`src/rtl/smr_pkg.sv`:
```
// Package for the safety monitor register bank: register indices,
// field positions, reset values and the packed carriers of the block.
// Assumes one clock domain and a simple indexed register port.
package smr_pkg;
   // Register indices on the register port (one 16-bit word each)
   localparam logic [3:0] SMR_IDX_WIN = 4'h0;
   localparam logic [3:0] SMR_IDX_WIN_INV = 4'h1;
   localparam logic [3:0] SMR_IDX_SEED = 4'h2;
   localparam logic [3:0] SMR_IDX_ANSWER = 4'h3;
   localparam logic [3:0] SMR_IDX_ST_CTRL = 4'h4;
   localparam logic [3:0] SMR_IDX_ST_INV = 4'h5;
   localparam logic [3:0] SMR_IDX_ANALOG_SELFTEST = 4'h6;
   localparam logic [3:0] SMR_IDX_PINLB = 4'h7;
   localparam logic [3:0] SMR_IDX_FLT = 4'h8;
   localparam logic [3:0] SMR_IDX_FLT_INV = 4'h9;
   localparam logic [3:0] SMR_IDX_MON_LAT = 4'hA;
   localparam logic [3:0] SMR_IDX_MON_LIVE = 4'hB;
   localparam logic [3:0] SMR_IDX_WD_STS = 4'hC;
   // Field positions
   localparam int SMR_WIN_LSB = 12;
   localparam int SMR_DUTY_LSB = 8;
   localparam int SMR_FLT_CLR_BIT = 6;
   localparam int SMR_FLT_CNT_LSB = 2;
   localparam int SMR_LB_RAN_BIT = 1;
   localparam int SMR_LB_PASS_BIT = 0;
   localparam int SMR_BAD_TIMING_BIT = 5;
   localparam int SMR_BAD_DATA_BIT = 4;
   // Values after reset, refused seed values and the fault counter ceiling
   localparam logic [15:0] SMR_SEED_RST = 16'h5AB2;
   localparam logic [15:0] SMR_SEED_ZEROS = 16'h0000;
   localparam logic [15:0] SMR_SEED_ONES = 16'hFFFF;
   localparam logic [15:0] SMR_ZERO16 = 16'h0000;
   localparam logic [3:0] SMR_CNT_MAX = 4'hF;
   // Fault counter maxima for limit codes 00..11
   localparam logic [3:0] SMR_LIM0 = 4'h1;
   localparam logic [3:0] SMR_LIM1 = 4'h2;
   localparam logic [3:0] SMR_LIM2 = 4'h6;
   localparam logic [3:0] SMR_LIM3 = 4'hC;

   // Monitor conditions, laid out as the status word bits 14..0
   typedef struct packed {
      logic [1:0] cur_lim; // [1] regulator two, [0] regulator one
      logic tsd;
      logic [5:0] uv;
      logic [5:0] ov;
   } smr_mon_t;

   // Analog self-test results, laid out as bits 14..0
   typedef struct packed {
      logic bandgap_check_fail;
      logic [3:0] reg_uv_ov_fail;
      logic [7:0] ext_uv_ov_fail;
      logic oscillator_check_fail;
      logic config_checksum_fail;
   } smr_analog_selftest_t;

   // Register access request
   typedef struct packed {
      logic wr;
      logic rd;
      logic [3:0] idx;
      logic [15:0] wdata;
   } smr_req_t;
endpackage : smr_pkg

```
`src/rtl/smr_bank.sv`:
```
// Safety monitor register bank: watchdog seed and answer checking,
// window complement copies, on-demand self-test, self-test results,
// fault error counter and voltage monitor status.
// Assumes all inputs synchronous to clock; the window timer, analog
// self-test engine and monitors live outside and drive the inputs.
module smr_bank
   import smr_pkg::*;
#(
   parameter int OTP_WORDS = 4
) (
   // Clock, reset, enable
   input wire logic clock,
   input wire logic sys_rst,
   input wire logic clk_en,
   // Register port
   input wire smr_req_t req,
   output logic [15:0] reg_rdata,
   // Watchdog side
   input wire logic variant_inverted,
   input wire logic window_open,
   input wire logic wd_timeout,
   output logic refresh_good,
   output logic refresh_bad,
   output logic [3:0] window_duration,
   output logic [2:0] window_duty,
   // Analog self-test side
   output logic selftest_run,
   input wire logic selftest_done,
   input wire smr_analog_selftest_t selftest_result,
   input wire logic [OTP_WORDS*16-1:0] otp_config,
   input wire logic [15:0] otp_checksum,
   // Logic self-test and output pin checks
   input wire logic logic_selftest_done,
   input wire logic logic_selftest_ok,
   input wire logic [5:0] pin_stuck,
   // Fault counter and monitors
   input wire logic fault_event,
   output logic fault_limit_reached,
   input wire smr_mon_t mon_live
);

   // Additive checksum over the configuration words
   function automatic logic [15:0] otp_sum(input logic [OTP_WORDS*16-1:0] cfg);
      logic [15:0] s;
      s = SMR_ZERO16;
      for (int i = 0; i < OTP_WORDS; i++) begin
         s = s + cfg[i*16 +: 16];
      end
      return s;
   endfunction : otp_sum

   // Maximum count for a limit code
   function automatic logic [3:0] lim_max(input logic [1:0] code);
      case (code)
         2'b00: return SMR_LIM0;
         2'b01: return SMR_LIM1;
         2'b10: return SMR_LIM2;
         default: return SMR_LIM3;
      endcase
   endfunction : lim_max

   typedef enum logic [1:0] {ST_IDLE, ST_RUN} smr_st_t;

   logic [3:0] win_r, win_inv_r, win_app_r, flt_cnt_r;
   logic [2:0] duty_r, duty_inv_r, duty_app_r;
   logic [15:0] seed_r, answer_r, rdata_r;
   logic st_start_r, st_inv_r, run_r;
   smr_st_t st_state_r;
   smr_analog_selftest_t analog_selftest_r;
   logic [5:0] stuck_r;
   logic lb_ran_r, lb_pass_r, flt_clr_r, flt_clr_inv_r;
   logic [1:0] flt_lim_r, flt_lim_inv_r, flt_lim_app_r;
   smr_mon_t mon_lat_r, mon_live_r;
   logic bad_data_r, bad_timing_r, refresh_good_r, refresh_bad_r, limit_hit_r;
   logic wr_seed, wr_answer, seed_refused, answer_ok, st_launch;
   logic [15:0] expect_answer;

   // Decode of writes and the answer check
   assign wr_seed = req.wr && req.idx == SMR_IDX_SEED;
   assign wr_answer = req.wr && req.idx == SMR_IDX_ANSWER;
   assign seed_refused = (req.wdata == SMR_SEED_ONES) ||
                         (!variant_inverted && req.wdata == SMR_SEED_ZEROS);
   assign expect_answer = variant_inverted ? ~seed_r : seed_r;
   assign answer_ok = req.wdata == expect_answer;
   assign st_launch = st_state_r == ST_IDLE && st_start_r && st_inv_r == ~st_start_r;

   // Window settings and their complements
   always_ff @(posedge clock or posedge sys_rst) begin
      if (sys_rst) begin
         win_r <= 4'h0;
         duty_r <= 3'h0;
         win_inv_r <= 4'h0;
         duty_inv_r <= 3'h0;
      end else if (clk_en && req.wr) begin
         if (req.idx == SMR_IDX_WIN) begin
            win_r <= req.wdata[SMR_WIN_LSB +: 4];
            duty_r <= req.wdata[SMR_DUTY_LSB +: 3];
         end
         if (req.idx == SMR_IDX_WIN_INV) begin
            win_inv_r <= req.wdata[SMR_WIN_LSB +: 4];
            duty_inv_r <= req.wdata[SMR_DUTY_LSB +: 3];
         end
      end
   end

   // Applied window: a half-written pair keeps the old setting
   always_ff @(posedge clock or posedge sys_rst) begin
      if (sys_rst) begin
         win_app_r <= 4'h0;
         duty_app_r <= 3'h0;
      end else if (clk_en) begin
         if (win_r == ~win_inv_r) begin
            win_app_r <= win_r;
         end
         if (duty_r == ~duty_inv_r) begin
            duty_app_r <= duty_r;
         end
      end
   end

   // Seed and answer registers
   always_ff @(posedge clock or posedge sys_rst) begin
      if (sys_rst) begin
         seed_r <= SMR_SEED_RST;
         answer_r <= SMR_ZERO16;
      end else if (clk_en) begin
         if (wr_seed && !seed_refused) begin
            seed_r <= req.wdata;
         end
         if (wr_answer) begin
            answer_r <= req.wdata;
         end
      end
   end

   // Refresh evaluation; a flag event beats a same-cycle clear
   always_ff @(posedge clock or posedge sys_rst) begin
      if (sys_rst) begin
         bad_data_r <= 1'b0;
         bad_timing_r <= 1'b0;
         refresh_good_r <= 1'b0;
         refresh_bad_r <= 1'b0;
      end else if (clk_en) begin
         refresh_good_r <= wr_answer && answer_ok && window_open;
         refresh_bad_r <= (wr_answer && (!answer_ok || !window_open)) || wd_timeout;
         if (req.wr && req.idx == SMR_IDX_WD_STS) begin
            if (req.wdata[SMR_BAD_DATA_BIT]) bad_data_r <= 1'b0;
            if (req.wdata[SMR_BAD_TIMING_BIT]) bad_timing_r <= 1'b0;
         end
         if (wr_answer && !answer_ok) begin
            bad_data_r <= 1'b1;
         end
         if ((wr_answer && !window_open) || wd_timeout) begin
            bad_timing_r <= 1'b1;
         end
      end
   end

   // On-demand analog self-test start and complement
   always_ff @(posedge clock or posedge sys_rst) begin
      if (sys_rst) begin
         st_start_r <= 1'b0;
         st_inv_r <= 1'b0;
         st_state_r <= ST_IDLE;
         run_r <= 1'b0;
      end else if (clk_en) begin
         if (req.wr && req.idx == SMR_IDX_ST_INV) begin
            st_inv_r <= req.wdata[0];
         end
         case (st_state_r)
            ST_IDLE: begin
               if (st_launch) begin
                  st_state_r <= ST_RUN;
                  run_r <= 1'b1;
               end else if (req.wr && req.idx == SMR_IDX_ST_CTRL) begin
                  st_start_r <= req.wdata[0];
               end else if (st_start_r) begin
                  st_start_r <= 1'b0; // Mismatched request is dropped
               end
            end
            ST_RUN: begin
               if (selftest_done) begin
                  st_start_r <= 1'b0;
                  st_state_r <= ST_IDLE;
                  run_r <= 1'b0;
               end
            end
            default: st_state_r <= ST_IDLE;
         endcase
      end
   end

   // Analog self-test results captured at the end of a run
   always_ff @(posedge clock or posedge sys_rst) begin
      if (sys_rst) begin
         analog_selftest_r <= '0;
      end else if (clk_en && st_state_r == ST_RUN && selftest_done) begin
         analog_selftest_r.bandgap_check_fail <= selftest_result.bandgap_check_fail;
         analog_selftest_r.reg_uv_ov_fail <= selftest_result.reg_uv_ov_fail;
         analog_selftest_r.ext_uv_ov_fail <= selftest_result.ext_uv_ov_fail;
         analog_selftest_r.oscillator_check_fail <= selftest_result.oscillator_check_fail;
         analog_selftest_r.config_checksum_fail <= otp_sum(otp_config) != otp_checksum;
      end
   end

   // Pin stuck-at flags and logic self-test status
   always_ff @(posedge clock or posedge sys_rst) begin
      if (sys_rst) begin
         stuck_r <= 6'h00;
         lb_ran_r <= 1'b0;
         lb_pass_r <= 1'b0;
      end else if (clk_en) begin
         stuck_r <= stuck_r | pin_stuck;
         if (logic_selftest_done) begin
            lb_ran_r <= 1'b1;
            lb_pass_r <= logic_selftest_ok;
         end
      end
   end

   // Fault control, complement and applied limit
   always_ff @(posedge clock or posedge sys_rst) begin
      if (sys_rst) begin
         flt_clr_r <= 1'b0;
         flt_lim_r <= 2'b00;
         flt_clr_inv_r <= 1'b0;
         flt_lim_inv_r <= 2'b00;
         flt_lim_app_r <= 2'b00;
      end else if (clk_en) begin
         if (req.wr && req.idx == SMR_IDX_FLT) begin
            flt_clr_r <= req.wdata[SMR_FLT_CLR_BIT];
            flt_lim_r <= req.wdata[1:0];
         end else begin
            flt_clr_r <= 1'b0;
         end
         if (req.wr && req.idx == SMR_IDX_FLT_INV) begin
            flt_clr_inv_r <= req.wdata[SMR_FLT_CLR_BIT];
            flt_lim_inv_r <= req.wdata[1:0];
         end
         if (flt_lim_r == ~flt_lim_inv_r) begin
            flt_lim_app_r <= flt_lim_r;
         end
      end
   end

   // Fault counter: saturates at fifteen, clear wins over an event
   always_ff @(posedge clock or posedge sys_rst) begin
      if (sys_rst) begin
         flt_cnt_r <= 4'h0;
         limit_hit_r <= 1'b0;
      end else if (clk_en) begin
         if (flt_clr_r) begin
            flt_cnt_r <= 4'h0;
         end else if (fault_event && flt_cnt_r != SMR_CNT_MAX) begin
            flt_cnt_r <= flt_cnt_r + 4'h1;
         end
         limit_hit_r <= flt_cnt_r >= lim_max(flt_lim_app_r);
      end
   end

   // Monitor status: latched set beats write-one clear, live mirror
   always_ff @(posedge clock or posedge sys_rst) begin
      if (sys_rst) begin
         mon_lat_r <= '0;
         mon_live_r <= '0;
      end else if (clk_en) begin
         mon_live_r <= mon_live;
         if (req.wr && req.idx == SMR_IDX_MON_LAT) begin
            mon_lat_r <= (mon_lat_r & ~smr_mon_t'(req.wdata[14:0])) | mon_live;
         end else begin
            mon_lat_r <= mon_lat_r | mon_live;
         end
      end
   end

   // Read data, registered; unmapped indices read zero
   always_ff @(posedge clock or posedge sys_rst) begin
      if (sys_rst) begin
         rdata_r <= SMR_ZERO16;
      end else if (clk_en && req.rd) begin
         case (req.idx)
            SMR_IDX_WIN: rdata_r <= {win_r, 1'b0, duty_r, 8'h00};
            SMR_IDX_WIN_INV: rdata_r <= {win_inv_r, 1'b0, duty_inv_r, 8'h00};
            SMR_IDX_SEED: rdata_r <= seed_r;
            SMR_IDX_ANSWER: rdata_r <= answer_r;
            SMR_IDX_ST_CTRL: rdata_r <= {15'h0000, st_start_r};
            SMR_IDX_ST_INV: rdata_r <= {15'h0000, st_inv_r};
            SMR_IDX_ANALOG_SELFTEST: rdata_r <= {1'b0, analog_selftest_r};
            SMR_IDX_PINLB: rdata_r <= {2'b00, stuck_r, 6'h00, lb_ran_r, lb_pass_r && lb_ran_r};
            SMR_IDX_FLT: rdata_r <= {9'h000, flt_clr_r, flt_cnt_r, flt_lim_r};
            SMR_IDX_FLT_INV: rdata_r <= {9'h000, flt_clr_inv_r, 4'h0, flt_lim_inv_r};
            SMR_IDX_MON_LAT: rdata_r <= {1'b0, mon_lat_r};
            SMR_IDX_MON_LIVE: rdata_r <= {1'b0, mon_live_r};
            SMR_IDX_WD_STS: rdata_r <= {10'h000, bad_timing_r, bad_data_r, 4'h0};
            default: rdata_r <= SMR_ZERO16;
         endcase
      end
   end

   // Outputs straight from flops
   assign reg_rdata = rdata_r;
   assign refresh_good = refresh_good_r;
   assign refresh_bad = refresh_bad_r;
   assign window_duration = win_app_r;
   assign window_duty = duty_app_r;
   assign selftest_run = run_r;
   assign fault_limit_reached = limit_hit_r;

   // Refused seed value leaves the seed alone
   property p_seed_refused;
      @(posedge clock) disable iff (sys_rst)
      clk_en && wr_seed && seed_refused |=> seed_r == $past(seed_r);
   endproperty
   a_seed_refused: assert property (p_seed_refused) else $error("refused seed was stored");
   // Accepted seed value is stored
   property p_seed_taken;
      @(posedge clock) disable iff (sys_rst)
      clk_en && wr_seed && req.wdata != SMR_SEED_ONES && req.wdata != SMR_SEED_ZEROS |=> seed_r == $past(req.wdata);
   endproperty
   a_seed_taken: assert property (p_seed_taken) else $error("valid seed not stored");
   // Wrong answer raises the bad-answer flag next cycle
   property p_bad_data;
      @(posedge clock) disable iff (sys_rst)
      clk_en && wr_answer && req.wdata != (variant_inverted ? ~seed_r : seed_r) |=> bad_data_r && refresh_bad_r;
   endproperty
   a_bad_data: assert property (p_bad_data) else $error("wrong answer not flagged");
   // Good answer in an open window gives a good refresh, unless a timeout lands with it
   property p_good;
      @(posedge clock) disable iff (sys_rst)
      clk_en && wr_answer && window_open && !wd_timeout && req.wdata == (variant_inverted ? ~seed_r : seed_r)
      |=> refresh_good_r && !refresh_bad_r;
   endproperty
   a_good: assert property (p_good) else $error("good answer not accepted");
   // Timeout raises the bad-timing flag
   property p_timing;
      @(posedge clock) disable iff (sys_rst)
      clk_en && wd_timeout |=> bad_timing_r;
   endproperty
   a_timing: assert property (p_timing) else $error("timeout not flagged");
   // Applied window moves only with a matching complement
   property p_window;
      @(posedge clock) disable iff (sys_rst)
      clk_en && win_r != ~win_inv_r |=> $stable(win_app_r);
   endproperty
   a_window: assert property (p_window) else $error("window applied without complement");
   // Clear zeroes the counter and the clear bit drops after one cycle
   property p_clear;
      @(posedge clock) disable iff (sys_rst)
      clk_en && req.wr && req.idx == SMR_IDX_FLT && req.wdata[SMR_FLT_CLR_BIT]
      ##1 clk_en && !(req.wr && req.idx == SMR_IDX_FLT) |=> flt_cnt_r == 4'h0 && !flt_clr_r;
   endproperty
   a_clear: assert property (p_clear) else $error("fault counter clear failed");
   // Pass never shows without a completed run
   property p_pass;
      @(posedge clock) disable iff (sys_rst)
      clk_en && req.rd && req.idx == SMR_IDX_PINLB && !lb_ran_r |=> !rdata_r[SMR_LB_PASS_BIT];
   endproperty
   a_pass: assert property (p_pass) else $error("pass shown without run");
   // Latched monitor flag holds without a clear
   property p_latched;
      @(posedge clock) disable iff (sys_rst)
      clk_en && mon_lat_r.tsd && !(req.wr && req.idx == SMR_IDX_MON_LAT) |=> mon_lat_r.tsd;
   endproperty
   a_latched: assert property (p_latched) else $error("latched flag lost");
   // Self-test starts only with a matching complement
   property p_start;
      @(posedge clock) disable iff (sys_rst)
      clk_en && st_state_r == ST_IDLE && st_start_r && st_inv_r |=> st_state_r == ST_IDLE;
   endproperty
   a_start: assert property (p_start) else $error("self-test started without complement");

endmodule : smr_bank

```
`config.mk`:
```
export PLATFORM = sky130hd
export DESIGN_NAME = smr_bank
export DESIGN_NICKNAME = d
export VERILOG_FILES = /design/src/rtl/smr_pkg.sv /design/src/rtl/smr_bank.sv
export SDC_FILE = /design/constraint.sdc
export NUM_CORES = 1
export LEC_CHECK = 0
export BUFFER_PORTS_ARGS = -buffer_cell sky130_fd_sc_hd__buf_4
export CORE_MARGIN = 1.5
export CORE_UTILIZATION = 45
export DETAILED_ROUTE_END_ITERATION = 12
export PLACE_DENSITY_LB_ADDON = 0.1
export SETUP_SLACK_MARGIN = 0.1
export SLEW_MARGIN = 10
export SYNTH_ARGS = -nofsm -noshare
export SYNTH_HDL_FRONTEND = slang
export SYNTH_SLANG_ARGS = --single-unit
```
`constraint.sdc`:
```
create_clock -name clock -period 4.7 [get_ports clock]
set_input_delay 0.94 -clock clock [delete_from_list [all_inputs] [get_ports clock]]
set_output_delay 0.94 -clock clock [all_outputs]
set_load 0.005 [all_outputs]
```
==> run summary <==
status - finished, final reports clean
post-route cell area - 10650 um^2
Rel. slew slack - 0.2583
via density per instance - 5.753
clk root buf - clkbuf_16
I/O Pins - 175
register area share after synthesis - 0.4160
Buffers on Ports - 173
top post-synthesis cells by area - dfrtp_1, mux2_2, fa_1, nand2_1, ha_1
top_reg_cell synth - dfrtp_1
Flop pwr share - 0.376
H-tree levels - 4
Yosys cell types - 70
CP Capture Type - flip-flop
Net Sw Frac - 0.3164
RSZ-0062 raised after global routing - false
drt total wl - 23340 um
crit share post-route - 0.8402
initial antenna violation count - 0
cts repair resizes - 0
Max Slew Vio Count - 0
Seq cells post-synth - 142
setup bufs post-CTS - 0
clock power share - 0.318
Mapped Cells - 809
Comb pwr share - 0.306
TritonCTS clock tree - done
placed wire-length estimate - 17120 um
Max Cap Violations - 0
crit path max-delay cell type - fa_1
routed vias - 6984
Final Setup Violations - 0
crit-path most repeated cell - fa_1
Hold Fails Final Rpt - 0
initial core utilization - 0.4579
WP data required - 5.00 ns
gr ovfl total - 0
setup TNS - 0 ns
NetSw - 1.380 mW
clock skew - 0.01211 ns
most common cell in the netlist - dfrtp_1
fin crit period - 3.949 ns
top post-synthesis cells by count - dfrtp_1, nand2_1, mux2_2
Worst-path clk slew - 0.06 ns
placed instance area - 10050 um^2
vias in the first global route - 7124
share of cells above drive strength 1 - 0.3082
Remaining DRCs - 0
GRT Overall Usage - 0.2440
Starting DRT DRC Count - 393
M1 GR Usage - 0.3257
cell-internal power - 2.982 mW
Die X - 141.0 um
global-route wire length before repair - 37460 um
Placer Congestion - 0.8349
Mapped Nets - 1010
area leader, netlist - dfrtp_1
slowest stage delay, CP - 0.52 ns
synth warn - 0
Rows - 50
clk sinks - 142
largest net degree at the start of global routing - 125
synthesized cell area - 8566 um^2
Yosys top cell area share - 0.3915
GR Layer Usage met2 - 0.4024
number of flops mapped to enable cells by yosys - 0
die height - 141.0 um
synthesized area per cell - 10.59 um^2
leakage power - 4.787 nW
routed len/inst - 19.23 um
fin nets - 1168
DRT Pass-1 Iters - 5
Max VDD drop - 0.0002112 V
Routed Antenna Nets - 0
Pwr Total - 4.362 mW
Worst Hold Class - flip-flop to flip-flop
startpoint types - primary input
Global Route met3 Usage - 0.04993
crit-path max FO - 3
Antenna Cells - 0
Worst Path Arrival - 4.25 ns
Inserted Clock Buffers - 17
Clock Tree Buf Depth - 2
gr busiest metal - met2
core area - 18710 um^2
Die ar. - 19870 um^2
PD cells - 409.5 nW/um^2
critical path class - primary input to flip-flop
Max Clk Rate - 253.2 MHz
FFs w/ async S/R, synth - 1.000
Worst-Margin Slew - 1.109 ns
CTS Hold Buffers Added - 0
cell chain of the critical path - buf_4 -> fa_1 -> inv_1 -> fa_1 -> inv_1 -> ha_1 -> fa_1 -> xor2_1 -> nor4_1 -> buf_4 -> nand4_1 -> a2111oi_0 -> nor4b_2 -> a22oi_1
Layout area overhead - 24.36%
Skew-Pair Late Insertion Delay - 0.42 ns
power groups by stage:
stage / sequential (mW) / combinational [mW] / clock (mW)
2_1_floorplan: 1.61 / 0.957 / 0
3_3_place_gp: 1.65 / 1.32 / 0
3_5_place_dp: 1.66 / 1.34 / 0
4_1_cts: 1.64 / 1.35 / 1.41
5_1_grt: 1.67 / 1.50 / 1.46
6_report: 1.64 / 1.33 / 1.39
per-layer routing:
metal,up-vias,wire length [um]
met4,0,449
met1,3465,10240
met3,23,1555
met2,259,11100
met5,-,0
li1,3237,-
critical path, delay by kind of cell:
| family | cells | cell delay, ns |
|---|---|---|
| adder cells (fa/ha/maj) | 4 | 1.71 |
| XOR/XNOR | 1 | 0.17 |
| AO/OA/AOI/OAI | 2 | 0.52 |
| AND/OR/NAND/NOR | 3 | 0.55 |
| buffers and inverters | 4 | 0.37 |
final cells by class:
cell class              count  area, um^2
flip-flops and latches    142        3563
multi-input cells         602        4726
well taps                 234       292.8
clock buffers              19       442.9
inverters                  22       86.33
repair buffers            182        1379
fillers                  1668        8053
clock inverters            13       162.7
registers in the layout, summed over array words and instances, names as in the netlist, 4 cells and up:
| name | count |
|---|---|
| answer_r | 16 |
| reg_rdata | 16 |
| seed_r | 16 |
| analog_selftest_r | 15 |
| mon_lat_r | 15 |
| mon_live_r | 15 |
| stuck_r | 6 |
| flt_cnt_r | 4 |
| win_inv_r | 4 |
| win_r | 4 |
| window_duration | 4 |
cells in the final DEF (no fill, tap or decap), drive strengths merged, types with 4 or more instances in the layout:
master and n:
buf 182, nand3b 5, dfrtp 134, nand3 14, nand2b 7, mux2i 10, clkbuf 19, dfstp 8
nand4 12, xor2 27, a221oi 10, a21oi 30, a22oi 19, a31oi 5, nor4 12, inv 23
ha 23, xnor2 21, nor2b 6, a2111oi 5, a32oi 4, nor3 14, mux2 74, o21ai 27
o211ai 8, o21a 4, and3 4, a21o 13, or3 4, a22o 28, nand2 110, clkinv 5
nor2 34, fa 30, clkinvlp 4, and2 4
logic make-up (layout without fill, tap and decap cells):
group                      count (synthesis)  count (layout)  synth area share
muxes                                     85              85            0.1116
adders and majority gates                 53              53            0.1037
and+or+nand+nor                          239             239            0.1385
AOI/OAI and AO/OA                        177             177            0.1483
DFF                                      142             142            0.4160
buffers and inverters                     65             236           0.03286
xor gates and xnor gates                  48              48           0.04908
through the flow:
step	worst slack, ns	instances	utilization	hold WS [ns]
6_report	0.7512	1214	0.5695	0.4600
2_1_floorplan	0.7548	809	-	0.4274
4_1_cts	0.6890	1214	0.5695	0.4606
3_3_place_gp	0.3045	1182	0.5371	0.4452
3_5_place_dp	0.2614	1182	0.5371	0.4467
5_1_grt	0.4671	1214	0.5695	0.4729
worst paths after layout:
check / start / to / slack, ns / cells past startpoint
min in group asynchronous: sys_rst / window_duty[1] / 0.53 / 2
worst max-delay path: otp_config[1] / analog_selftest_r[0] / 0.75 / 14
worst min-delay path: stuck_r[3] / stuck_r[3] / 0.46 / 1
worst min register to register: stuck_r[3] / stuck_r[3] / 0.46 / 1
max in group asynchronous: sys_rst / flt_clr_inv_r / 3.18 / 3
worst max register to register: seed_r[1] / refresh_bad / 2.54 / 7
(Power assumes the default switching activity.)
